$ cat src/isr_pkg.sv
// Purpose: shared constants and carriers for the instrument status reporting bank
// Assumes: one 25 MHz clock, host access through a plain register select port
// Notes:   register selects are local codes, no bus is implied
package isr_pkg;
    localparam int unsigned WIDE_W = 16;
    localparam int unsigned NARROW_W = 8;
    localparam int unsigned SEL_W = 4;

    // register select codes on the host access port
    localparam logic [3:0] SEL_OP_COND   = 4'h0;
    localparam logic [3:0] SEL_OP_EVT    = 4'h1;
    localparam logic [3:0] SEL_OP_ENB    = 4'h2;
    localparam logic [3:0] SEL_QS_COND   = 4'h3;
    localparam logic [3:0] SEL_QS_EVT    = 4'h4;
    localparam logic [3:0] SEL_QS_ENB    = 4'h5;
    localparam logic [3:0] SEL_STD_COND  = 4'h6;
    localparam logic [3:0] SEL_STD_EVT   = 4'h7;
    localparam logic [3:0] SEL_STD_ENB   = 4'h8;
    localparam logic [3:0] SEL_SRQ_COND  = 4'h9;
    localparam logic [3:0] SEL_SRQ_ENB   = 4'hA;

    // operation condition fields
    localparam int unsigned OP_WAIT_TRIG  = 5;
    localparam int unsigned OP_TRAN_ARMED = 6;
    localparam int unsigned OP_CONST_VOLT = 8;
    localparam int unsigned OP_TRAN_DONE  = 9;
    localparam int unsigned OP_CONST_CURR = 10;
    localparam int unsigned OP_SAMPLE_DONE = 11;
    localparam int unsigned OP_LIST_DONE  = 12;
    localparam int unsigned OP_LIST_RUN   = 14;
    // bits visible in the operation condition read
    localparam logic [15:0] OP_COND_READ_MASK = 16'h4D60;

    // questionable condition fields
    localparam int unsigned QS_VOLT_MODE_ERR = 0;
    localparam int unsigned QS_CURR_MODE_ERR = 1;
    localparam int unsigned QS_THERMAL       = 3;
    localparam int unsigned QS_SLAVE_FAULT   = 6;
    localparam int unsigned QS_VOLT_PROT     = 12;
    localparam int unsigned QS_CURR_PROT     = 13;
    localparam int unsigned QS_SINKING       = 14;

    // status byte fields
    localparam int unsigned SB_QUEUE_NONEMPTY = 3;
    localparam int unsigned SB_MSG_AVAIL      = 4;
    localparam int unsigned SB_STD_SUMMARY    = 5;
    localparam int unsigned SB_SRQ_SUMMARY    = 6;
    localparam int unsigned SB_OP_SUMMARY     = 7;
    localparam int unsigned SB_QS_SUMMARY     = 3;

    localparam logic [15:0] WIDE_RESET   = 16'h0000;
    localparam logic [7:0]  NARROW_RESET = 8'h00;

    // instrument monitor inputs
    typedef struct packed {
        logic trig_enabled;
        logic trig_external;
        logic trig_input;
        logic tran_armed;
        logic const_volt;
        logic const_curr;
        logic tran_done;
        logic sample_done;
        logic list_done;
        logic list_run;
        logic thermal_err;
        logic slave_fault;
        logic volt_prot_err;
        logic curr_prot_err;
        logic ext_ref_en;
        logic sinking;
    } isr_monitor_t;

    // host access request
    typedef struct packed {
        logic       rd;
        logic       wr;
        logic [3:0] sel;
        logic [15:0] wdata;
    } isr_host_req_t;
endpackage

$ cat src/isr_event_group.sv
`timescale 1ns/1ps
// Purpose: one condition/event/enable triplet with a read-to-clear event register
// Assumes: condition sampled every clock
// Notes:   a rising edge in the clear cycle survives the clear
module isr_event_group #(
    parameter int unsigned W = 16
) (
    input  wire logic         ref_clk,
    input  wire logic         reset_n,
    input  wire logic [W-1:0] cond,
    input  wire logic         evt_clear,
    input  wire logic         enb_wr,
    input  wire logic [W-1:0] enb_wdata,
    output logic      [W-1:0] evt_ff,
    output logic      [W-1:0] enb_ff,
    output logic              summary
);
    logic [W-1:0] cond_prev_ff;
    logic [W-1:0] rise;
    logic [W-1:0] nxt_evt;

    assign rise = cond & ~cond_prev_ff;
    // set beats clear so no edge is lost during a read
    assign nxt_evt = (evt_clear ? '0 : evt_ff) | rise;
    assign summary = |(evt_ff & enb_ff);

    always_ff @(posedge ref_clk or negedge reset_n) begin
        if (!reset_n) begin
            cond_prev_ff <= '0;
        end else begin
            cond_prev_ff <= cond;
        end
    end

    always_ff @(posedge ref_clk or negedge reset_n) begin
        if (!reset_n) begin
            evt_ff <= '0;
        end else begin
            evt_ff <= nxt_evt;
        end
    end

    always_ff @(posedge ref_clk or negedge reset_n) begin
        if (!reset_n) begin
            enb_ff <= '0;
        end else if (enb_wr) begin
            enb_ff <= enb_wdata;
        end
    end
endmodule

$ cat src/isr_wait_trig.sv
`timescale 1ns/1ps
// Purpose: waiting-for-trigger flag generation
// Assumes: trigger input synchronous to ref_clk
// Notes:   a low external trigger keeps the flag up until the input is high again
module isr_wait_trig (
    input  wire logic ref_clk,
    input  wire logic reset_n,
    input  wire logic trig_enabled,
    input  wire logic trig_external,
    input  wire logic trig_input,
    output logic      waiting_trigger_flag
);
    logic hold_ff;

    always_ff @(posedge ref_clk or negedge reset_n) begin
        if (!reset_n) begin
            hold_ff <= 1'b0;
        end else if (trig_external && !trig_input && (trig_enabled || hold_ff)) begin
            hold_ff <= 1'b1;
        end else if (trig_input || !trig_external) begin
            hold_ff <= 1'b0;
        end
    end

    assign waiting_trigger_flag = trig_enabled | hold_ff;
endmodule

$ cat src/isr_status_bank.sv
`timescale 1ns/1ps
// Purpose: status reporting bank with operation, questionable, standard event and
//          service request groups, status byte and service request line
// Assumes: host reads and writes through a select port, one cycle per access
// Notes:   read data is registered, valid one cycle after the read strobe

// Summary of operation
// four condition registers, 16 and 8 bits
// each but the service request register has event and enable companions
// rising condition bit sets event bit
// event read returns then clears all
// enabled questionable event sets status bit 3
// masked service request bits form bit 6
// bit 6 drives service request line
// queue not empty bit 3, message bit 4
// clean command decode keeps bit 3 zero
// unused operation bits read zero
// wait-trigger bit, held while trigger low
// operation live condition bit assignments
// transient and list complete event only
// mode errors on questionable bits 0, 1
// thermal bit 3, slave fault bit 6
// protection bits 12, 13; external sets both
// questionable bit 14 while sinking
// unused questionable bits read zero
// status bit 4 shows response data
// new edge survives a clearing read
module isr_status_bank (
    input  wire logic                  ref_clk,
    input  wire logic                  reset_n,
    input  wire isr_pkg::isr_monitor_t mon,
    input  wire isr_pkg::isr_host_req_t host_req,
    input  wire logic [7:0]            std_event_cond,
    input  wire logic                  error_queue_nonempty,
    input  wire logic                  output_msg_waiting,
    output logic [15:0]                rdata_ff,
    output logic                       rvalid_ff,
    output logic [7:0]                 status_byte,
    output logic                       srq_line
);
    logic [15:0] op_cond;
    logic [15:0] op_evt_src;
    logic [15:0] qs_cond;
    logic [15:0] op_evt;
    logic [15:0] op_enb;
    logic [15:0] qs_evt;
    logic [15:0] qs_enb;
    logic [7:0]  std_evt;
    logic [7:0]  std_enb;
    logic [7:0]  srq_enb_ff;
    logic        op_sum;
    logic        qs_sum;
    logic        std_sum;
    logic        wait_flag;
    logic        prot_any;
    logic [7:0]  srq_low;
    logic [15:0] nxt_rdata;

    function automatic logic is_rd(input isr_pkg::isr_host_req_t r, input logic [3:0] s);
        is_rd = r.rd && (r.sel == s);
    endfunction

    function automatic logic is_wr(input isr_pkg::isr_host_req_t r, input logic [3:0] s);
        is_wr = r.wr && (r.sel == s);
    endfunction

    isr_wait_trig u_wait (
        .ref_clk              (ref_clk),
        .reset_n              (reset_n),
        .trig_enabled         (mon.trig_enabled),
        .trig_external        (mon.trig_external),
        .trig_input           (mon.trig_input),
        .waiting_trigger_flag (wait_flag)
    );

    // operation group: live bits plus event-only completions
    always_comb begin
        op_evt_src = 16'h0000;
        op_evt_src[isr_pkg::OP_WAIT_TRIG]   = wait_flag;
        op_evt_src[isr_pkg::OP_TRAN_ARMED]  = mon.tran_armed;
        op_evt_src[isr_pkg::OP_CONST_VOLT]  = mon.const_volt;
        op_evt_src[isr_pkg::OP_CONST_CURR]  = mon.const_curr;
        op_evt_src[isr_pkg::OP_SAMPLE_DONE] = mon.sample_done;
        op_evt_src[isr_pkg::OP_LIST_RUN]    = mon.list_run;
        op_evt_src[isr_pkg::OP_TRAN_DONE]   = mon.tran_done;
        op_evt_src[isr_pkg::OP_LIST_DONE]   = mon.list_done;
    end

    // transient and list completion bits are masked from the readable condition
    assign op_cond = op_evt_src & isr_pkg::OP_COND_READ_MASK;

    // external reference widens any protection trip to both bits
    assign prot_any = mon.ext_ref_en & (mon.volt_prot_err | mon.curr_prot_err);

    always_comb begin
        qs_cond = 16'h0000;
        qs_cond[isr_pkg::QS_VOLT_MODE_ERR] = mon.const_curr;
        qs_cond[isr_pkg::QS_CURR_MODE_ERR] = mon.const_volt;
        qs_cond[isr_pkg::QS_THERMAL]       = mon.thermal_err;
        qs_cond[isr_pkg::QS_SLAVE_FAULT]   = mon.slave_fault;
        qs_cond[isr_pkg::QS_VOLT_PROT]     = mon.volt_prot_err | prot_any;
        qs_cond[isr_pkg::QS_CURR_PROT]     = mon.curr_prot_err | prot_any;
        qs_cond[isr_pkg::QS_SINKING]       = mon.sinking;
    end

    isr_event_group #(.W(16)) u_op (
        .ref_clk   (ref_clk),
        .reset_n   (reset_n),
        .cond      (op_evt_src),
        .evt_clear (is_rd(host_req, isr_pkg::SEL_OP_EVT)),
        .enb_wr    (is_wr(host_req, isr_pkg::SEL_OP_ENB)),
        .enb_wdata (host_req.wdata),
        .evt_ff    (op_evt),
        .enb_ff    (op_enb),
        .summary   (op_sum)
    );

    isr_event_group #(.W(16)) u_qs (
        .ref_clk   (ref_clk),
        .reset_n   (reset_n),
        .cond      (qs_cond),
        .evt_clear (is_rd(host_req, isr_pkg::SEL_QS_EVT)),
        .enb_wr    (is_wr(host_req, isr_pkg::SEL_QS_ENB)),
        .enb_wdata (host_req.wdata),
        .evt_ff    (qs_evt),
        .enb_ff    (qs_enb),
        .summary   (qs_sum)
    );

    isr_event_group #(.W(8)) u_std (
        .ref_clk   (ref_clk),
        .reset_n   (reset_n),
        .cond      (std_event_cond),
        .evt_clear (is_rd(host_req, isr_pkg::SEL_STD_EVT)),
        .enb_wr    (is_wr(host_req, isr_pkg::SEL_STD_ENB)),
        .enb_wdata (host_req.wdata[7:0]),
        .evt_ff    (std_evt),
        .enb_ff    (std_enb),
        .summary   (std_sum)
    );

    always_ff @(posedge ref_clk or negedge reset_n) begin
        if (!reset_n) begin
            srq_enb_ff <= isr_pkg::NARROW_RESET;
        end else if (is_wr(host_req, isr_pkg::SEL_SRQ_ENB)) begin
            srq_enb_ff <= host_req.wdata[7:0];
        end
    end

    // service request register, bit 6 excluded from its own summary
    always_comb begin
        srq_low = 8'h00;
        // questionable summary shares bit 3 with the queue flag
        srq_low[isr_pkg::SB_QUEUE_NONEMPTY] = error_queue_nonempty | qs_sum;
        srq_low[isr_pkg::SB_MSG_AVAIL]      = output_msg_waiting;
        srq_low[isr_pkg::SB_STD_SUMMARY]    = std_sum;
        srq_low[isr_pkg::SB_OP_SUMMARY]     = op_sum;
        status_byte = srq_low;
        status_byte[isr_pkg::SB_SRQ_SUMMARY] = |(srq_low & srq_enb_ff);
    end

    assign srq_line = status_byte[isr_pkg::SB_SRQ_SUMMARY];

    always_comb begin
        case (host_req.sel)
            isr_pkg::SEL_OP_COND:   nxt_rdata = op_cond;
            isr_pkg::SEL_OP_EVT:    nxt_rdata = op_evt;
            isr_pkg::SEL_OP_ENB:    nxt_rdata = op_enb;
            isr_pkg::SEL_QS_COND:   nxt_rdata = qs_cond;
            isr_pkg::SEL_QS_EVT:    nxt_rdata = qs_evt;
            isr_pkg::SEL_QS_ENB:    nxt_rdata = qs_enb;
            isr_pkg::SEL_STD_COND:  nxt_rdata = {8'h00, std_event_cond};
            isr_pkg::SEL_STD_EVT:   nxt_rdata = {8'h00, std_evt};
            isr_pkg::SEL_STD_ENB:   nxt_rdata = {8'h00, std_enb};
            isr_pkg::SEL_SRQ_COND:  nxt_rdata = {8'h00, status_byte};
            isr_pkg::SEL_SRQ_ENB:   nxt_rdata = {8'h00, srq_enb_ff};
            default:                nxt_rdata = 16'h0000;
        endcase
    end

    // read data captures the event value before the clear lands
    always_ff @(posedge ref_clk or negedge reset_n) begin
        if (!reset_n) begin
            rdata_ff  <= isr_pkg::WIDE_RESET;
            rvalid_ff <= 1'b0;
        end else begin
            rvalid_ff <= host_req.rd;
            if (host_req.rd) begin
                rdata_ff <= nxt_rdata;
            end
        end
    end
endmodule

$ cat config.mk
export PLATFORM = sky130hd
export DESIGN_NAME = isr_status_bank
export DESIGN_NICKNAME = d
export VERILOG_FILES = /design/src/isr_pkg.sv /design/src/isr_event_group.sv /design/src/isr_wait_trig.sv /design/src/isr_status_bank.sv
export SDC_FILE = /design/constraint.sdc
export NUM_CORES = 1
export LEC_CHECK = 0
export ABC_AREA = 1
export ABC_CLOCK_PERIOD_IN_PS = 1900
export BUFFER_PORTS_ARGS = -buffer_cell sky130_fd_sc_hd__buf_2
export CAP_MARGIN = 20
export CORE_AREA = 2 2 85 169
export DETAILED_ROUTE_END_ITERATION = 7
export DIE_AREA = 0 0 87 171
export PLACE_DENSITY = 0.77
export SLEW_MARGIN = 20
export SYNTH_ARGS = -nofsm -noshare
export SYNTH_HDL_FRONTEND = slang
export SYNTH_HIERARCHICAL = 1
export SYNTH_SLANG_ARGS = --single-unit
$ cat constraint.sdc
create_clock -name ref_clk -period 1.9 [get_ports ref_clk]
set_clock_uncertainty 0.1 [all_clocks]
set_input_delay 0.095 -clock ref_clk [delete_from_list [all_inputs] [get_ports ref_clk]]
set_output_delay 0.095 -clock ref_clk [all_outputs]
set_load 0.1 [all_outputs]
==> metrics.txt <==
status finished with violations; failing checks setup timing; critical path's top delay family simple AND/OR/NAND/NOR gates; Sink Count 146; Hold Path Sink u_qs/evt_ff[12]$_DFF_PN0_; maximum VDD drop roughly 0.74 mV; Crit Path Category flop to primary output; DP Worst Slack 79.4 ps; Startpoint Class flop; vias 5,472; nets 970; Reg2Reg Setup Slack 40 ps; number of global-route vias before repair roughly 5,400; Comb pwr share about a fifth; post-synthesis cell area 6650 µm²; drt drc 0; slowest cell on the critical path dfrtp_1; actual transition at the worst max-transition pin about 540 ps; Root Driver clkbuf_16; initial drt markers between 300 and 400; Crit Reg-Reg Endpoint rdata_ff[7]$_DFFE_PN0P_; port buffer count 72; sequential area share after synthesis about 55%; CP Capture Type primary output; asr flop ratio synth between 90% and 100%; Detailed Routing Iterations Pass 1 6; cell with the most instances after synthesis nand2_1; CTS tree yes; Cells on Worst Hold Path 5; fin worst setup slack -211 ps; Design Area, Final 8660 µm²; Power Density 1060 nW/µm²; Util after Layout between 60% and 70%; FF-to-FF path depth 13; Yosys cell types 29; initial antenna violation count 0; Hold Crit Class input pin to flop; DP Area 7340 µm²; overall routing resource usage roughly 24%; crit-path max FO 3; Cells after Synth 738; CP cell instances nand2_1 -> nand2_1 -> inv_1 -> nand2_1 -> nor2_2 -> nand2_2 -> nand2_2 -> nand3_2 -> nor2_4 -> inv_2 -> buf_12; wire length of the first global-routing pass 27,500 µm; fin crit period 2110 ps; Clk pwr share between 30% and 40%; Hold Crit Start mon[1]; H-Tree Depth 4; later-pin clock latency in the skew report around 430 ps; fin cells 1,090; io pins between 70 and 80; number of synthesized flops with an enable pin 0; largest net degree at the start of global routing 57; core area 13,700 µm²; share of cells above drive strength 1 22.9%; Commonest cells post-synth nand2_1 (260), dfrtp_1 (146), inv_1 (118); Slew Limit Fails 0; Setup TNS -425 ps; initial cell density of the core between 40% and 50%; CTS buffer count 17; CP Buf/Inv Count 3; die height 171 µm; CP most frequent cell nand2_1; Final HPWL DP about 11,000 µm; PnR Total Power approximately 9 mW; Avg WL per Cell roughly 16 µm; die area between 10,000 and 15,000 µm²; top-area cell type share of the netlist area between 50% and 60%; Fin. Hold Viols 0; RSZ-0062 raised after global routing yes; Critical Path AT between 1500 and 2000 ps; data required time of the critical path 1700 ps; syn avg cell area ~9.0 µm²; Max Clk Rate between 400 and 500 MHz; number of vias per cell around 5; Syn. warnings 6; sw frac between 20% and 30%; sequential power share roughly two fifths; Pint 6.45 mW; clock buffer depth 2; Rel. slew slack 63.9%; area leader, netlist dfrtp_1; crit share post-route 111%; Detail Route Antenna Nets 0; Synth area leaders dfrtp_1 (55%), nand2_1 (15%), inv_1 (6.7%); antenna cell count 0; Worst R2R Start u_op/evt_ff[6]$_DFF_PN0_; max incr delay on CP slightly above 400 ps; total grt overflow 0; Hold Slack 7.99 ps; ys flop type dfrtp_1; WL final between 15,000 and 20,000 µm; NetSw 2.72 mW; Final setup viols 3; Synth Register Bits 146; DP Cell Count 996; # rows between 60 and 70; synth-to-layout area growth 30.1%; Pleak 4.62 nW; GP Congestion ~0.89; Worst-path clk slew about 60 ps; max cap viols 0; Die Wd just under 90 µm
area by class of cell:
cell class | count | area, µm²
fill | 1024 | 5000
sequential | 146 | 3650
multi-input combinational | 482 | 2520
timing repair buffer | 150 | 1190
inverter | 123 | 462
clock buffer | 20 | 457
tap | 157 | 196
clock inverter | 12 | 181
placed cells by master (no fill, tap or decap), types with 4 or more instances in the layout:
| master | n |
|---|---|
| clkbuf_16 | 17 |
| clkinvlp_4 | 4 |
| nand4_1 | 5 |
| nand3b_1 | 6 |
| conb_1 | 37 |
| bufinv_16 | 4 |
| nand3_1 | 16 |
| nor2_1 | 31 |
| nand2_2 | 7 |
| nand2_4 | 6 |
| dlygate4sd3_1 | 45 |
| buf_12 | 9 |
| nand2_1 | 254 |
| o22ai_1 | 40 |
| nor2_4 | 7 |
| mux2_2 | 18 |
| dfrtp_1 | 146 |
| inv_1 | 113 |
| buf_2 | 67 |
| buf_4 | 27 |
| inv_2 | 9 |
| o21ai_0 | 16 |
| mux2_4 | 20 |
| nor2_2 | 6 |
cells by family after synthesis:
logic type / after synthesis / synth area share [%]
AND/OR/NAND/NOR: 346 / 22.0
AO/OA/AOI/OAI: 61 / 5.38
other: 1 / 0.0564
multiplexers: 38 / 7.56
buffers and inverters: 146 / 10.1
flip-flops: 146 / 54.9
sequential cells by signal, summed over array words and instances (netlist names):
name,cells
u_wait/hold_ff,1
srq_enb_ff,8
u_op/cond_prev_ff,16
u_qs/enb_ff,16
u_std/enb_ff,8
u_qs/cond_prev_ff,16
u_std/cond_prev_ff,8
u_op/evt_ff,16
u_op/enb_ff,16
u_qs/evt_ff,16
rvalid_ff,1
rdata_ff,16
u_std/evt_ff,8
worst min-delay path, stage by stage:
cell	delay [ps]
buf_2	90
inv_1	50
o21ai_0	110
inv_1	80
o22ai_1	70
timing repair:
| action | 4_1_cts | 5_1_grt |
|---|---|---|
| hold buffers | 45 | 0 |
| endpoints found under the setup margin | 4 | 7 |
| pin swaps | 8 | 11 |
| resized for setup | 18 | 17 |
| setup buffers | 11 | 7 |
| endpoints found under the hold margin | 223 | 0 |
routing by layer:
metal	global-route usage, %	share of wire [%]	vias up
li1	-	-	2604
met1	29.9	40	2607
met2	41.1	52	203
met3	4.92	4.7	58
met4	10.9	4.1	0
met5	0	0	-
worst max-delay path by stage:
stage / start / endpoint / slack [ps] / cells after the start
after detailed placement: u_op/enb_ff[10]$_DFFE_PN0P_ / srq_line / 80 / 11
after CTS: u_qs/enb_ff[13]$_DFFE_PN0P_ / srq_line / -150 / 10
after global placement: u_qs/enb_ff[10]$_DFFE_PN0P_ / status_byte[6] / 100 / 10
after global routing: u_op/enb_ff[6]$_DFFE_PN0P_ / srq_line / -290 / 11
after floorplan: u_op/enb_ff[6]$_DFFE_PN0P_ / status_byte[6] / -120 / 11
final: u_op/evt_ff[6]$_DFF_PN0_ / srq_line / -210 / 11
power by group through the flow:
stage | clock, mW | sequential, mW | combinational, mW
6_report | 3.59 | 3.74 | 1.84
5_1_grt | 3.75 | 3.79 | 1.97
4_1_cts | 3.62 | 3.73 | 1.76
3_5_place_dp | 0 | 3.79 | 1.54
3_3_place_gp | 0 | 3.77 | 1.51
2_1_floorplan | 0 | 4.02 | 0.853
Power figures use the tool's default switching activity.
